<file path="src/logic/dds_status_defines.svh">
// status word bit positions, error indices and timing figures for the drive status block
// assumes a single 100 MHz clock; included by bare name from logic/
`ifndef DDS_STATUS_DEFINES_SVH
`define DDS_STATUS_DEFINES_SVH

`define DDS_CLK_MHZ 100

`define DDS_BIT_PHASE_LO 0
`define DDS_BIT_PHASE_HI 2
`define DDS_BIT_BRUSHES_PARKED 3
`define DDS_BIT_HEADS_LOADED 4
`define DDS_BIT_LID_AJAR 5
`define DDS_BIT_SURFACE_PICK 6
`define DDS_BIT_DRIVE_MODEL 7
`define DDS_BIT_MULTI_SELECT 8
`define DDS_BIT_MEDIA_CHANGE 9
`define DDS_BIT_WRITE_MISUSE 10
`define DDS_BIT_SPINDLE_FAULT 11
`define DDS_BIT_POSITION_TIMEOUT 12
`define DDS_BIT_WRITE_PROTECTED 13
`define DDS_BIT_STRAY_CURRENT 14
`define DDS_BIT_MISSING_PULSES 15

// index of each sticky error inside the error register
`define DDS_ERR_MULTI_SELECT 0
`define DDS_ERR_MEDIA_CHANGE 1
`define DDS_ERR_WRITE_MISUSE 2
`define DDS_ERR_SPINDLE 3
`define DDS_ERR_POSITION 4
`define DDS_ERR_STRAY_CURRENT 5
`define DDS_ERR_MISSING_PULSES 6
`define DDS_ERR_COUNT 7

`define DDS_STATUS_RESET 16'h0000
`define DDS_ERR_RESET 7'h00

// time limits in microseconds; cycle counts derive from them in the top module
`define DDS_SPIN_LIMIT_US 100000
`define DDS_SEEK_LIMIT_US 100
`define DDS_WDATA_GAP_US 2

`endif

</file>
<file path="src/logic/dds_status_pkg.sv">
// types shared by the drive status block
// assumes dds_status_defines.svh holds the numeric constants
package dds_status_pkg;

  typedef enum logic [2:0] {
    DDS_PH_LOADING = 3'b000,
    DDS_PH_SPIN_UP = 3'b001,
    DDS_PH_BRUSH = 3'b010,
    DDS_PH_LOAD_HEADS = 3'b011,
    DDS_PH_SEEK_COUNT = 3'b100,
    DDS_PH_SEEK_LOCK = 3'b101,
    DDS_PH_UNLOAD_HEADS = 3'b110,
    DDS_PH_UNUSED = 3'b111
  } dds_phase_t;

  typedef enum logic [1:0] {
    DDS_ST_IDLE = 2'b00,
    DDS_ST_CLEAR = 2'b01,
    DDS_ST_SEND = 2'b10
  } dds_state_t;

endpackage

</file>
<file path="src/logic/dds_err_if.sv">
// carries error events, the soft clear and the sticky flags between the
// status top and its error register
// assumes one clock domain
`timescale 1ns/1ps
`include "dds_status_defines.svh"

interface dds_err_if;
  logic [`DDS_ERR_COUNT-1:0] set_vec;
  logic clear;
  logic [`DDS_ERR_COUNT-1:0] flags;

  modport src (
    output set_vec,
    output clear,
    input flags
  );

  modport store (
    input set_vec,
    input clear,
    output flags
  );
endinterface

</file>
<file path="src/logic/dds_status_drive.sv">
// drive end of the status exchange: builds the 16-bit status word from the
// mechanism and write path, keeps sticky errors and answers status requests
// assumes all inputs synchronous to ref_clk; the serial link is outside
//
// Notes on behaviour
// RULE1 - phase code in bits 0-2, loading through unloading heads
// RULE2 - bit 3 set while brushes are parked off the disk
// RULE3 - bit 4 set while heads are over the disk
// RULE4 - bit 5 set while cover is open or dust cover missing
// RULE5 - bit 6 gives selected head, one lower, zero upper
// RULE6 - bit 7 gives model, zero small drive, one large drive
// RULE7 - bit 8 flags more than one drive selected
// RULE8 - bit 9 set each time the drive enters head loading
// RULE9 - controller treats media change flag as a drive error
// RULE10 - bit 10 flags write gate while not ready, in sector, or protected
// RULE11 - bit 11 flags spindle too slow to spin up or overspeed
// RULE12 - bit 12 flags seek that fails to settle in time
// RULE13 - bit 13 gives write protection, one protected
// RULE14 - bit 14 flags write current without write gate
// RULE15 - bit 15 flags write gate with no write data transitions
// RULE16 - controller stores returned word for reading at the multipurpose port
// RULE17 - request with reset bit clears soft errors before the word is sent
// RULE18 - all sixteen status bits are captured together as one word
`timescale 1ns/1ps
`include "dds_status_defines.svh"

module dds_status_drive #(
  parameter int unsigned CNT_W = 24,
  parameter int unsigned SPIN_LIMIT_CYC = `DDS_SPIN_LIMIT_US * `DDS_CLK_MHZ,
  parameter int unsigned SEEK_LIMIT_CYC = `DDS_SEEK_LIMIT_US * `DDS_CLK_MHZ,
  parameter int unsigned WDATA_GAP_CYC = `DDS_WDATA_GAP_US * `DDS_CLK_MHZ
) (
  input wire logic ref_clk,
  input wire logic rst,
  input wire logic [2:0] drive_phase,
  input wire logic brushes_parked,
  input wire logic heads_loaded,
  input wire logic lid_ajar,
  input wire logic surface_pick,
  input wire logic drive_model_bit,
  input wire logic write_protected,
  input wire logic multi_select_seen,
  input wire logic drive_ready,
  input wire logic sector_pulse,
  input wire logic write_gate,
  input wire logic write_current_sense,
  input wire logic write_data_edge,
  input wire logic spindle_overspeed,
  input wire logic on_track,
  input wire logic status_req,
  input wire logic status_req_reset,
  output logic status_req_ready,
  output logic [15:0] status_word,
  output logic status_valid,
  output logic [`DDS_ERR_COUNT-1:0] soft_errors,
  output logic drive_error
);

  dds_status_pkg::dds_state_t state_reg;
  dds_status_pkg::dds_state_t state_next;
  dds_status_pkg::dds_phase_t phase;
  logic [2:0] phase_prev_reg;
  logic [CNT_W-1:0] spin_cnt_reg;
  logic [CNT_W-1:0] seek_cnt_reg;
  logic [CNT_W-1:0] gap_cnt_reg;
  logic [15:0] status_word_reg;
  logic status_valid_reg;
  logic drive_error_reg;
  logic in_seek;
  logic spin_late;
  logic seek_late;
  logic gap_late;
  logic [15:0] live_word;
  logic [`DDS_ERR_COUNT-1:0] err_events;

  dds_err_if err ();

  // counts up while run is high, holds at limit, restarts when run drops
  function automatic logic [CNT_W-1:0] cnt_step(
    input logic [CNT_W-1:0] cnt,
    input logic run,
    input int unsigned limit
  );
    logic [CNT_W-1:0] lim;
    lim = limit[CNT_W-1:0];
    if (!run) begin
      cnt_step = '0;
    end else if (cnt >= lim) begin
      cnt_step = lim;
    end else begin
      cnt_step = cnt + 1'b1;
    end
  endfunction

  function automatic logic cnt_hit(
    input logic [CNT_W-1:0] cnt,
    input int unsigned limit
  );
    cnt_hit = (cnt >= limit[CNT_W-1:0]);
  endfunction

  assign phase = dds_status_pkg::dds_phase_t'(drive_phase);
  assign in_seek = (phase == dds_status_pkg::DDS_PH_SEEK_COUNT)
    || (phase == dds_status_pkg::DDS_PH_SEEK_LOCK);

  always_ff @(posedge ref_clk or posedge rst) begin
    if (rst) begin
      phase_prev_reg <= 3'h0;
    end else begin
      phase_prev_reg <= drive_phase;
    end
  end

  // spin-up watchdog
  always_ff @(posedge ref_clk or posedge rst) begin
    if (rst) begin
      spin_cnt_reg <= '0;
    end else begin
      spin_cnt_reg <= cnt_step(spin_cnt_reg,
        phase == dds_status_pkg::DDS_PH_SPIN_UP, SPIN_LIMIT_CYC); // see RULE11
    end
  end

  // settle watchdog; clears to zero once the heads are on track
  always_ff @(posedge ref_clk or posedge rst) begin
    if (rst) begin
      seek_cnt_reg <= '0;
    end else begin
      seek_cnt_reg <= cnt_step(seek_cnt_reg, in_seek && !on_track,
        SEEK_LIMIT_CYC); // see RULE12
    end
  end

  // gap since the last write data transition while write gate is on
  always_ff @(posedge ref_clk or posedge rst) begin
    if (rst) begin
      gap_cnt_reg <= '0;
    end else begin
      gap_cnt_reg <= cnt_step(gap_cnt_reg, write_gate && !write_data_edge,
        WDATA_GAP_CYC); // see RULE15
    end
  end

  assign spin_late = cnt_hit(spin_cnt_reg, SPIN_LIMIT_CYC);
  assign seek_late = cnt_hit(seek_cnt_reg, SEEK_LIMIT_CYC);
  assign gap_late = cnt_hit(gap_cnt_reg, WDATA_GAP_CYC);

  always_comb begin
    err_events = '0;
    err_events[`DDS_ERR_MULTI_SELECT] = multi_select_seen; // see RULE7
    err_events[`DDS_ERR_MEDIA_CHANGE] = (phase == dds_status_pkg::DDS_PH_LOAD_HEADS)
      && (phase_prev_reg != drive_phase); // see RULE8
    err_events[`DDS_ERR_WRITE_MISUSE] = write_gate
      && (!drive_ready || sector_pulse || write_protected); // see RULE10
    err_events[`DDS_ERR_SPINDLE] = spin_late || spindle_overspeed; // see RULE11
    err_events[`DDS_ERR_POSITION] = seek_late; // see RULE12
    err_events[`DDS_ERR_STRAY_CURRENT] = write_current_sense && !write_gate; // see RULE14
    err_events[`DDS_ERR_MISSING_PULSES] = write_gate && gap_late; // see RULE15
  end

  assign err.set_vec = err_events;
  assign err.clear = (state_reg == dds_status_pkg::DDS_ST_CLEAR); // see RULE17

  dds_err_reg u_err (
    .ref_clk(ref_clk),
    .rst(rst),
    .err(err.store)
  );

  always_comb begin
    live_word = `DDS_STATUS_RESET;
    live_word[`DDS_BIT_PHASE_HI:`DDS_BIT_PHASE_LO] = drive_phase; // see RULE1
    live_word[`DDS_BIT_BRUSHES_PARKED] = brushes_parked; // see RULE2
    live_word[`DDS_BIT_HEADS_LOADED] = heads_loaded; // see RULE3
    live_word[`DDS_BIT_LID_AJAR] = lid_ajar; // see RULE4
    live_word[`DDS_BIT_SURFACE_PICK] = surface_pick; // see RULE5
    live_word[`DDS_BIT_DRIVE_MODEL] = drive_model_bit; // see RULE6
    live_word[`DDS_BIT_MULTI_SELECT] = err.flags[`DDS_ERR_MULTI_SELECT];
    live_word[`DDS_BIT_MEDIA_CHANGE] = err.flags[`DDS_ERR_MEDIA_CHANGE];
    live_word[`DDS_BIT_WRITE_MISUSE] = err.flags[`DDS_ERR_WRITE_MISUSE];
    live_word[`DDS_BIT_SPINDLE_FAULT] = err.flags[`DDS_ERR_SPINDLE];
    live_word[`DDS_BIT_POSITION_TIMEOUT] = err.flags[`DDS_ERR_POSITION];
    live_word[`DDS_BIT_WRITE_PROTECTED] = write_protected; // see RULE13
    live_word[`DDS_BIT_STRAY_CURRENT] = err.flags[`DDS_ERR_STRAY_CURRENT];
    live_word[`DDS_BIT_MISSING_PULSES] = err.flags[`DDS_ERR_MISSING_PULSES];
  end

  // request sequencer: optional soft clear, then one snapshot
  always_comb begin
    state_next = state_reg;
    case (state_reg)
      dds_status_pkg::DDS_ST_IDLE: begin
        if (status_req) begin
          state_next = status_req_reset ? dds_status_pkg::DDS_ST_CLEAR
            : dds_status_pkg::DDS_ST_SEND; // see RULE17
        end
      end
      dds_status_pkg::DDS_ST_CLEAR: begin
        state_next = dds_status_pkg::DDS_ST_SEND;
      end
      dds_status_pkg::DDS_ST_SEND: begin
        state_next = dds_status_pkg::DDS_ST_IDLE;
      end
      default: begin
        state_next = dds_status_pkg::DDS_ST_IDLE;
      end
    endcase
  end

  always_ff @(posedge ref_clk or posedge rst) begin
    if (rst) begin
      state_reg <= dds_status_pkg::DDS_ST_IDLE;
    end else begin
      state_reg <= state_next;
    end
  end

  // whole word taken in one edge so no flag mix can reach the controller
  always_ff @(posedge ref_clk or posedge rst) begin
    if (rst) begin
      status_word_reg <= `DDS_STATUS_RESET;
      status_valid_reg <= 1'b0;
      drive_error_reg <= 1'b0;
    end else begin
      status_valid_reg <= (state_reg == dds_status_pkg::DDS_ST_SEND);
      if (state_reg == dds_status_pkg::DDS_ST_SEND) begin
        status_word_reg <= live_word; // see RULE16 RULE18
        // media change counts too, so software learns it must recheck the volume
        drive_error_reg <= |err.flags; // see RULE9
      end
    end
  end

  assign status_req_ready = (state_reg == dds_status_pkg::DDS_ST_IDLE);
  assign status_word = status_word_reg;
  assign status_valid = status_valid_reg;
  assign soft_errors = err.flags;
  assign drive_error = drive_error_reg;

endmodule

</file>
<file path="src/logic/dds_err_reg.sv">
// sticky soft error register of the drive
// assumes set and clear arrive synchronous to ref_clk
`timescale 1ns/1ps
`include "dds_status_defines.svh"

module dds_err_reg (
  input wire logic ref_clk,
  input wire logic rst,
  dds_err_if.store err
);

  logic [`DDS_ERR_COUNT-1:0] flags_reg;
  logic [`DDS_ERR_COUNT-1:0] flags_next;

  // an event in the clearing cycle survives: set wins over clear
  always_comb begin
    flags_next = err.clear ? err.set_vec : (flags_reg | err.set_vec); // see RULE17
  end

  always_ff @(posedge ref_clk or posedge rst) begin
    if (rst) begin
      flags_reg <= `DDS_ERR_RESET;
    end else begin
      flags_reg <= flags_next;
    end
  end

  assign err.flags = flags_reg;

endmodule

</file>
<file path="config.mk">
export PLATFORM = sky130hd
export DESIGN_NAME = dds_status_drive
export DESIGN_NICKNAME = d
export VERILOG_FILES = /design/src/logic/dds_status_pkg.sv /design/src/logic/dds_err_if.sv /design/src/logic/dds_status_drive.sv /design/src/logic/dds_err_reg.sv
export VERILOG_INCLUDE_DIRS = /design/src /design/src/logic
export SDC_FILE = /design/constraint.sdc
export NUM_CORES = 1
export LEC_CHECK = 0
export BUFFER_PORTS_ARGS = -buffer_cell sky130_fd_sc_hd__buf_2
export CELL_PAD_IN_SITES_DETAIL_PLACEMENT = 2
export CELL_PAD_IN_SITES_GLOBAL_PLACEMENT = 2
export CORE_MARGIN = 2
export CORE_UTILIZATION = 35
export CTS_CLUSTER_DIAMETER = 40
export CTS_CLUSTER_SIZE = 16
export DETAILED_ROUTE_END_ITERATION = 8
export PLACE_DENSITY_LB_ADDON = 0.1
export SYNTH_ARGS = -nofsm -noshare
export SYNTH_HDL_FRONTEND = slang
export SYNTH_SLANG_ARGS = --single-unit
</file>
<file path="constraint.sdc">
create_clock -name ref_clk -period 4.1 [get_ports ref_clk]
set_input_delay 0.41 -clock ref_clk [delete_from_list [all_inputs] [get_ports ref_clk]]
set_output_delay 0.41 -clock ref_clk [all_outputs]
set_load 0.005 [all_outputs]
</file>
==> results of run 1 <==
[routing by layer]
metal | global-route usage, % | routed length, microns | share of wire (%) | up-vias
li1 | - | - | - | 1406
met1 | 21.60 | 4399 | 44 | 1530
met2 | 29.82 | 5086 | 51 | 30
met3 | 3.879 | 243 | 2.5 | 15
met4 | 6.341 | 189 | 1.9 | 0
met5 | 0 | 0 | 0 | -
[cell families after synthesis]
| family | synth area share, % |
|---|---|
| mux | 4.265 |
| buf+inv | 3.021 |
| fa+ha+maj | 1.777 |
| compound gates | 8.679 |
| simple gates | 16.14 |
| flops | 60.43 |
| other cells | 0.08878 |
| xor+xnor | 5.598 |
[cell usage in the layout (no fill, tap or decap), types with 2 or more instances in the layout]
master      synthesis  routed
nand4_1             8       8
clkinvlp_4          0       2
nand3b_1            2       2
a31o_2              3       3
and4_1              2       2
and3_1              5       5
or4_1               6       6
conb_1              1      26
dfrtp_1           102     102
a211oi_1            8       8
clkbuf_16           0       9
and2_1              2       2
xor2_1              8       8
nor3_1             20      20
or3b_2              2       2
a31oi_1             4       4
nand2b_1            3       3
a22o_1              2       2
inv_1              20      19
a21oi_1            16      16
nor2_1             20      20
o21ai_0             7       7
nand2_1            18      18
or3_1               6       6
buf_2               3      46
ha_1                6       6
nor4_1             12      12
mux2_2             16      16
xnor2_1            19      19
o31ai_1             4       4
a211oi_2            2       2
clkbuf_1            7       2
nand3_1            15      15
[metrics by stage]
step | util [%] | setup slack, ps | hold slack (ps)
after detailed placement | 39.39 | 1839 | 482.9
after global placement | 39.39 | 1977 | 456.0
after floorplan | - | 1015 | 430.5
final | 41.62 | 1874 | 195.7
after CTS | 41.62 | 1848 | 175.2
after global routing | 41.62 | 1612 | 181.4
[cell type report]
class | instances | area, sq um
fillers | 1275 | 6954
flip-flops and latches | 102 | 2552
multi-input cells | 255 | 1640
repair buffers | 47 | 237.7
clock buffers | 11 | 232.7
well taps | 147 | 183.9
inverters | 20 | 77.57
clock inverters | 4 | 32.53
[worst reg2reg max path, delay by kind of cell, from the launching register on]
kind / cells / cell delay [ps]
compound gates: 1 / 260
fa+ha+maj: 1 / 200
flops: 1 / 420
simple gates: 3 / 1230
[path summary, 6_finish.rpt]
path / startpoint / to / slack, ps / depth (start not counted)
max: spin_cnt_reg[0]$_DFF_PP0_ / spin_cnt_reg[16]$_DFF_PP0_ / 1870 / 5
min: drive_phase[0] / phase_prev_reg[0]$_DFF_PP0_ / 200 / 1
max reg2reg: spin_cnt_reg[0]$_DFF_PP0_ / spin_cnt_reg[16]$_DFF_PP0_ / 1870 / 5
min reg2reg: state_reg[1]$_DFFE_PP0P_ / state_reg[1]$_DFFE_PP0P_ / 480 / 1
max in group asynchronous: rst / gap_cnt_reg[8]$_DFF_PP0_ / 2900 / 3
min in group asynchronous: rst / status_word[7]$_DFFE_PP0P_ / 300 / 2
[report_power, final]
group | total, mW | internal [mW] | switching, mW
Combinational | 0.169 | 0.0840 | 0.0854
Clock | 0.789 | 0.412 | 0.377
Sequential | 1.11 | 1.07 | 0.0368
Total | 2.07 | 1.57 | 0.499
==> metrics.csv, run 1 <==
stage,metric,value,unit
power,power_leakage,2.029,nW
cts,cts_max_path_buffers,2,
final_layout,final_cell_count_no_fill,586,
placement,gp_congestion,0.7321,
yosys,avgSynthCellArea,11.60,sq um
yosys,synth_area,4224,sq um
yosys,yosys_register_bits,102,
detailed_routing,drcViolationCount,0,
worst_setup_path,crit_family,simple AND/OR/NAND/NOR gates,
detailed_routing,drt_iter0_markers,106,
power,p_per_area,417.1,nW/um^2
final_layout,final_layout_size_suffix_gt1_share,20.50,%
final_layout,final_nets,462,
yosys,synthCells,364,
cts,htreeDepth,3,
global_route,antenna_found_initial,0,
power,total_power,2.067,mW
detailed_routing,num_vias,2981,
sta,period_minus_slack,2226,ps
power,ir_drop,0.0002780,V
global_route,grt_first_pass_wirelength,17420,microns
cts,ctsResizeCount,0,
worst_setup_path,cp-end-kind,flip-flop,
detailed_routing,drtPass1Iterations,4,
sta,fin_worst_skew,9.732,ps
sta,max_slew_margin,28.21,%
worst_setup_path,cp_slowest_cell,or4_1,
yosys,synth_most_common_cell,dfrtp_1,
hold_path,hp-class,in -> reg,
placement,io_buffers,46,
sta,fin_setup_tns,0,ps
die,fp.dieH,113.9,microns
die,num_io_pins,47,
die,die_w,113.9,microns
cts,cts_inserted_buffers,9,
worst_setup_path,worst-path-buf-inv,0,
detailed_routing,wl,9918,microns
yosys,synthTopCellsByArea,"dfrtp_1 (60%), mux2_2 (4.3%), xnor2_1 (3.9%), nor3_1 (2.4%), a21oi_1 (1.9%)",
yosys,ys_warn_count,0,
sta,worst_pin_slew,1077,ps
final_layout,syn_to_final_growth,17.36,%
job,maxCapViolCount,0,
yosys,ys_async_sr_fraction,100.0,%
cts,cts_tree,built,
yosys,synthTopCellsByCount,"dfrtp_1 (102), inv_1 (20), nor2_1 (20), nor3_1 (20), xnor2_1 (19)",
placement,dp_cells,571,
global_route,first_global_vias,3393,
sta,maxSlewViolCount,0,
cts,clk_pin_slew,70,ps
worst_setup_path,cp.required,4330,ps
cts,post_cts_buffers,0,
sta,setup_viol_count_final,0,
worst_setup_path,critPathLaunchType,flip-flop,
worst_setup_path,slowest_delay,550,ps
die,rows,40,
yosys,synth_largest_area_cell,dfrtp_1,
outcome,status,"finished, final reports clean",
final_layout,diodes,0,
placement,post_dp_cell_area,4692,sq um
sta,post-route-period-util,54.29,%
cts,insertion_delay,350,ps
die,initial_utilization,35.46,%
yosys,synth_top_area_share,60.43,%
worst_setup_path,path_class,reg -> reg,
yosys,seq_area_frac_synth,60.43,%
global_route,gr-total-overflow,0,
yosys,ys_types,45,
detailed_routing,routedWlPerCell,16.92,microns
detailed_routing,ant_nets,0,
global_route,grt_max_degree,79,
worst_setup_path,cp_cell_sequence,ha_1 -> and3_1 -> nand4_1 -> or4_1 -> a211oi_1,
worst_setup_path,cp_max_fo,11,
yosys,ys.flop_type,dfrtp_1,
global_route,grt_usage,17.38,%
placement,hpwlAfterDp,6755,microns
cts,ctsHoldBuffers,0,
cts,cts-root-buf,clkbuf_16,
worst_setup_path,cp_data_arrival_time,2460,ps
detailed_routing,avgViaCountPerCell,5.087,
die,core-area,11910,sq um
yosys,synth_edf_count,0,
die,die_area,12960,sq um
cts,cts_sinks,102,
sta,rsz0062_at_grt,false,
sta,finalHoldViolCount,0,
sta,timing.fmax,449.2,MHz
final_layout,design_area,4957,sq um
Note: power is estimated with default switching activity, not from simulation.
==> run 2: changes to the inputs <==
==> constraint.sdc (replaced) <==
create_clock -name ref_clk -period 1.8 [get_ports ref_clk]
set_input_delay 0.18 -clock ref_clk [delete_from_list [all_inputs] [get_ports ref_clk]]
set_output_delay 0.18 -clock ref_clk [all_outputs]
set_load 0.005 [all_outputs]
==> metrics.csv, run 2 (same netlist as run 1, synthesis figures left out) <==
stage,metric,value,unit,change
outcome,status,"finished, final reports clean",,
power,ir_drop,0.0006353,V,+130%
worst_setup_path,cp_max_fo,5,,-6
sta,fin_worst_skew,9.693,ps,-0.03939 ps
sta,setup_viol_count_final,0,,unchanged
final_layout,syn_to_final_growth,30.09,%,
final_layout,final_nets,503,,+8.9%
hold_path,hp-class,in -> reg,,
cts,insertion_delay,360,ps,about the same
die,die_w,113.9,microns,unchanged
global_route,gr-total-overflow,0,,unchanged
worst_setup_path,cp.required,2070,ps,-2260 ps
final_layout,final_common_cell,dfrtp_1,,
die,rows,40,,unchanged
sta,post-route-period-util,99.68,%,+45 points
detailed_routing,wl,10950,microns,+10%
worst_setup_path,cp_slowest_cell,or4_4,,
worst_setup_path,crit_family,simple AND/OR/NAND/NOR gates,,
final_layout,diodes,0,,unchanged
cts,cts-root-buf,clkbuf_16,,
worst_setup_path,cp_data_arrival_time,2070,ps,-390 ps
detailed_routing,avgViaCountPerCell,5.053,,-0.67%
global_route,grt_first_pass_wirelength,18090,microns,+3.9%
worst_setup_path,cp_cell_sequence,buf_6 -> nand4_1 -> or4_4 -> or3_1 -> a211oi_2,,
worst_setup_path,path_class,reg -> reg,,
power,power_leakage,2.289,nW,+13%
detailed_routing,drtPass1Iterations,4,,unchanged
sta,max_slew_margin,62.66,%,+34 points
sta,timing.fmax,557.4,MHz,+24%
placement,post-place-ws,-38.58,ps,-1877 ps
detailed_routing,routedWlPerCell,17.49,microns,+3.4%
global_route,grt_max_degree,49,,-38%
sta,fin_setup_tns,0,ps,unchanged
sta,fin_ws,5.846,ps,-1868 ps
global_route,grt_usage,18.24,%,+0.87 points
detailed_routing,drcViolationCount,0,,unchanged
detailed_routing,drt_iter0_markers,93,,-12%
placement,hpwlAfterDp,7130,microns,+5.5%
sta,worst_pin_slew,559.0,ps,-517.9 ps
worst_setup_path,critPathLaunchType,flip-flop,,
sta,finalHoldViolCount,0,,unchanged
cts,cts_sinks,102,,unchanged
sta,period_minus_slack,1794,ps,-431.8 ps
global_route,first_global_vias,3522,,+3.8%
detailed_routing,ant_nets,0,,unchanged
placement,gp_congestion,0.7093,,-3.1%
final_layout,final_util,46.13,%,+4.5 points
die,die_area,12960,sq um,unchanged
final_layout,layout_common_cells,"dfrtp_1 (100), buf_2 (47), buf_4 (30)",,
final_layout,fillers,1251,,-1.9%
cts,cts_max_path_buffers,2,,unchanged
die,core-area,11910,sq um,unchanged
die,fp.dieH,113.9,microns,unchanged
power,p_per_area,932.1,nW/um^2,+120%
die,num_io_pins,47,,unchanged
cts,htreeDepth,3,,unchanged
final_layout,final_layout_size_suffix_gt1_share,30.06,%,+9.6 points
cts,cts_inserted_buffers,9,,unchanged
detailed_routing,num_vias,3163,,+6.1%
cts,cts_tree,built,,
sta,maxSlewViolCount,0,,unchanged
worst_setup_path,slowest_delay,530,ps,-20 ps
placement,io_buffers,46,,unchanged
cts,clk_pin_slew,70,ps,about the same
job,maxCapViolCount,0,,unchanged
global_route,antenna_found_initial,0,,unchanged
die,initial_utilization,35.46,%,unchanged
sta,rsz0062_at_grt,true,,
worst_setup_path,worst-path-buf-inv,1,,+1
worst_setup_path,cp-end-kind,flip-flop,,
-- run 2: cell types whose count changed in the layout (fill, tap and decap cells not counted), moves of 4 or more --
cell / change
a211oi_1: -4
buf_4: +29
dlygate4sd3_1: +5
or4_1: -4
or4_4: +4
-- run 2: power breakdown --
group          switching, mW  total (mW)  internal [mW]  leakage [nW]
Combinational          0.198       0.413          0.215         0.873
Sequential            0.0828        2.53           2.44          1.26
Clock                  0.840        2.18           1.34         0.155
Total                   1.12        5.12           4.00          2.29
-- run 2: stage by stage --
step | hold slack [ps] | cells | total power, mW | area, sq um
2_1_floorplan | 211.4 | 389 | 2.758 | 4323
3_3_place_gp | 259.0 | 598 | 2.962 | 4933
3_5_place_dp | 267.7 | 598 | 2.984 | 4933
4_1_cts | 9.810 | 617 | 5.211 | 5319
5_1_grt | 8.238 | 626 | 5.344 | 5495
6_report | 25.07 | 626 | 5.122 | 5495
-- run 2: what timing repair did --
item | 4_1_cts | 5_1_grt
endpoints found under the hold margin | 24 | 0
setup endpoints to repair | 21 | 23
setup buffers | 0 | 7
pin swaps | 1 | 8
hold buffers | 5 | 0
resized for setup | 2 | 21
cloned | 0 | 2
-- run 2: path summary, 6_finish.rpt --
path / startpoint / endpoint / slack, ps / depth (start not counted)
hold reg to reg: state_reg[1]$_DFFE_PP0P_ / state_reg[1]$_DFFE_PP0P_ / 460 / 1
min in group asynchronous: rst / status_word[10]$_DFFE_PP0P_ / 430 / 3
max in group asynchronous: rst / spin_cnt_reg[0]$_DFF_PP0_ / 740 / 4
setup reg to reg: spin_cnt_reg[14]$_DFF_PP0_ / spin_cnt_reg[17]$_DFF_PP0_ / 6 / 5
setup / recovery: spin_cnt_reg[14]$_DFF_PP0_ / spin_cnt_reg[17]$_DFF_PP0_ / 6 / 5
hold / removal: spindle_overspeed / u_err.err.flags[3]$_DFF_PP0_ / 30 / 3
-- run 2: per-layer routing --
metal	up-vias	track usage, %	routed length, microns	share of wire, %
li1	1480	-	-	-
met2	29	33.01	5934	54
met3	12	5.260	275	2.5
met4	0	5.041	140	1.3
met5	-	0	0	0
met1	1642	21.10	4600	42
-- run 2: cell type report --
class | instances | area (sq um) | area share [%]
clock buffer | 10 | 229.0 | 4.167
clock inverter | 4 | 97.59 | 1.776
inverter | 20 | 78.83 | 1.434
multi-input combinational | 255 | 1733 | 31.53
sequential | 102 | 2555 | 46.49
tap | 147 | 183.9 | 3.347
timing repair buffer | 88 | 618.1 | 11.25
-- run 2: tightest hold or removal path: cells and delay by family --
kind	cells	cell delay, ps
AND/OR/NAND/NOR	1	50
AO/OA/AOI/OAI	1	30
buffers and inverters	1	80
==> run 3: changes to the inputs <==
--- a/config.mk
+++ b/config.mk
@@ -15,6 +15,7 @@
 export CTS_CLUSTER_SIZE = 16
 export DETAILED_ROUTE_END_ITERATION = 8
 export PLACE_DENSITY_LB_ADDON = 0.1
+export RECOVER_POWER = 100
 export SYNTH_ARGS = -nofsm -noshare
 export SYNTH_HDL_FRONTEND = slang
 export SYNTH_SLANG_ARGS = --single-unit
==> metrics.csv, run 3 (same netlist as run 1, synthesis figures left out) <==
stage,metric,value,unit,change
outcome,status,"finished, final reports clean",,
power,p_per_area,935.7,nW/um^2,+0.39%
cts,insertion_delay,360,ps,about the same
die,die_area,12960,sq um,unchanged
detailed_routing,drt_iter0_markers,110,,+18%
detailed_routing,avgViaCountPerCell,5.056,,about the same
sta,period_minus_slack,1793,ps,-0.8491 ps
global_route,grt_first_pass_wirelength,18090,microns,unchanged
cts,cts_sinks,102,,unchanged
power,p_int,3.986,mW,-0.38%
worst_setup_path,slowest_delay,530,ps,about the same
worst_setup_path,path_class,reg -> reg,,
cts,cts_tree,built,,
cts,cts_inserted_buffers,9,,unchanged
global_route,first_global_vias,3522,,unchanged
job,maxCapViolCount,0,,unchanged
die,rows,40,,unchanged
hold_path,hp-class,in -> reg,,
sta,rsz0062_at_grt,true,,
power,sw_frac_of_total,22.00,%,+0.12 points
detailed_routing,wl,10950,microns,about the same
worst_setup_path,cp-end-kind,flip-flop,,
detailed_routing,routedWlPerCell,17.49,microns,about the same
worst_setup_path,critPathLaunchType,flip-flop,,
worst_setup_path,cp.required,2070,ps,about the same
sta,worst_pin_slew,1092,ps,+533.5 ps
placement,hpwlAfterDp,7130,microns,unchanged
worst_setup_path,crit_path_start,spin_cnt_reg[14]$_DFF_PP0_,,
final_layout,final_layout_size_suffix_gt1_share,26.93,%,-3.1 points
power,p_switching,1.125,mW,+0.32%
sta,setup_viol_count_final,0,,unchanged
placement,gp_congestion,0.7093,,unchanged
sta,fin_worst_skew,9.431,ps,-0.2619 ps
cts,cts-root-buf,clkbuf_16,,
cts,clk_pin_slew,70,ps,about the same
die,initial_utilization,35.46,%,unchanged
sta,maxSlewViolCount,0,,unchanged
hold_path,hold_start,spindle_overspeed,,
detailed_routing,drtPass1Iterations,4,,unchanged
power,power_leakage,2.251,nW,-1.7%
sta,holdWs,24.86,ps,-0.2085 ps
power,seq_power_share,49.4,%,about the same
detailed_routing,drcViolationCount,0,,unchanged
final_layout,layout_common_cells,"dfrtp_1 (100), buf_2 (34), buf_4 (28)",,
worst_setup_path,cp_data_arrival_time,2070,ps,about the same
placement,io_buffers,46,,unchanged
power,power_frac_comb,7.8,%,-0.3 points
cts,cts_max_path_buffers,2,,unchanged
power,pwr-share-clk,42.8,%,+0.2 points
detailed_routing,num_vias,3165,,+0.063%
worst_setup_path,cp_max_fo,5,,unchanged
global_route,gr-total-overflow,0,,unchanged
sta,finalHoldViolCount,0,,unchanged
die,fp.dieH,113.9,microns,unchanged
worst_setup_path,cp_slowest_cell,or4_4,,
die,die_w,113.9,microns,unchanged
global_route,grt_max_degree,49,,unchanged
global_route,grt_usage,18.24,%,unchanged
final_layout,fillers,1261,,+0.80%
die,core-area,11910,sq um,unchanged
final_layout,diodes,0,,unchanged
final_layout,final_util,45.85,%,-0.28 points
worst_setup_path,reg2reg_from,spin_cnt_reg[14]$_DFF_PP0_,,
final_layout,final_nets,503,,unchanged
sta,timing.fmax,557.6,MHz,about the same
final_layout,final_common_cell,dfrtp_1,,
sta,post-route-period-util,99.63,%,about the same
final_layout,syn_to_final_growth,29.30,%,
worst_setup_path,cp_cell_sequence,buf_6 -> nand4_1 -> or4_4 -> or3_1 -> a211oi_2,,
global_route,antenna_found_initial,0,,unchanged
power,ir_drop,0.0006385,V,+0.51%
die,num_io_pins,47,,unchanged
cts,htreeDepth,3,,unchanged
sta,max_slew_margin,26.77,%,-36 points
detailed_routing,ant_nets,0,,unchanged
run 3: cell count changes in the layout (fill, tap and decap cells not counted):
cell and change:
buf_2 -13, buf_1 +1, clkinvlp_4 -1, clkbuf_1 +13, buf_4 -2, clkbuf_4 +1
nor2b_2 -1, buf_6 +1, nor2b_1 +1, clkinvlp_2 +1, buf_12 -1
run 3: metrics by stage:
step	std cells	area (sq um)	power [mW]	setup TNS, ps	setup slack (ps)
after floorplan	389	4323	2.758	-1.842	-0.6249
after global placement	598	4933	2.962	0	18.86
after global routing	626	5461	5.329	-831.6	-83.79
after CTS	617	5319	5.211	0	10.71
after detailed placement	598	4933	2.984	-466.5	-38.58
final	626	5461	5.110	0	6.695
run 3: critical path, delay by kind of cell, from the launching register on:
family | cells | cell delay (ps)
compound gates | 1 | 210
flops | 1 | 430
buf+inv | 1 | 130
simple gates | 3 | 960
run 3: power groups by stage:
stage	sequential, mW	combinational, mW	clock [mW]
4_1_cts	2.53	0.423	2.26
2_1_floorplan	2.57	0.191	0
3_5_place_dp	2.57	0.414	0
5_1_grt	2.55	0.445	2.34
6_report	2.53	0.397	2.19
3_3_place_gp	2.56	0.401	0
run 3: cell type report:
class	instances	area, sq um	share of cell area, %
well taps	147	183.9	3.368
repair buffers	88	589.3	10.79
clock inverters	4	97.59	1.787
multi-input cells	255	1730	31.68
flip-flops and latches	102	2555	46.78
inverters	20	76.32	1.397
clock buffers	10	229.0	4.192
run 3: repair_timing:
| action | CTS | global route |
|---|---|---|
| pin swaps | 1 | 8 |
| hold endpoints to repair | 24 | 0 |
| gates resized for setup | 2 | 21 |
| hold buffers | 5 | 0 |
| cloned | 0 | 2 |
| buffers inserted | 0 | 7 |
| endpoints found under the setup margin | 21 | 23 |
run 3: worst paths after layout:
check | endpoint | slack (ps) | depth (start not counted)
max | spin_cnt_reg[17]$_DFF_PP0_ | 7 | 5
min | u_err.err.flags[3]$_DFF_PP0_ | 20 | 3
max reg2reg | spin_cnt_reg[17]$_DFF_PP0_ | 7 | 5
min reg2reg | state_reg[1]$_DFFE_PP0P_ | 460 | 1
max in group asynchronous | spin_cnt_reg[9]$_DFF_PP0_ | 270 | 4
min in group asynchronous | status_word[10]$_DFFE_PP0P_ | 580 | 3
run 3: routing by layer:
metal | global-route usage, % | share of wire, % | vias to the layer above
met2 | 33.01 | 54 | 29
li1 | - | - | 1482
met5 | 0 | 0 | -
met4 | 5.041 | 1.4 | 0
met1 | 21.10 | 42 | 1640
met3 | 5.260 | 2.6 | 14
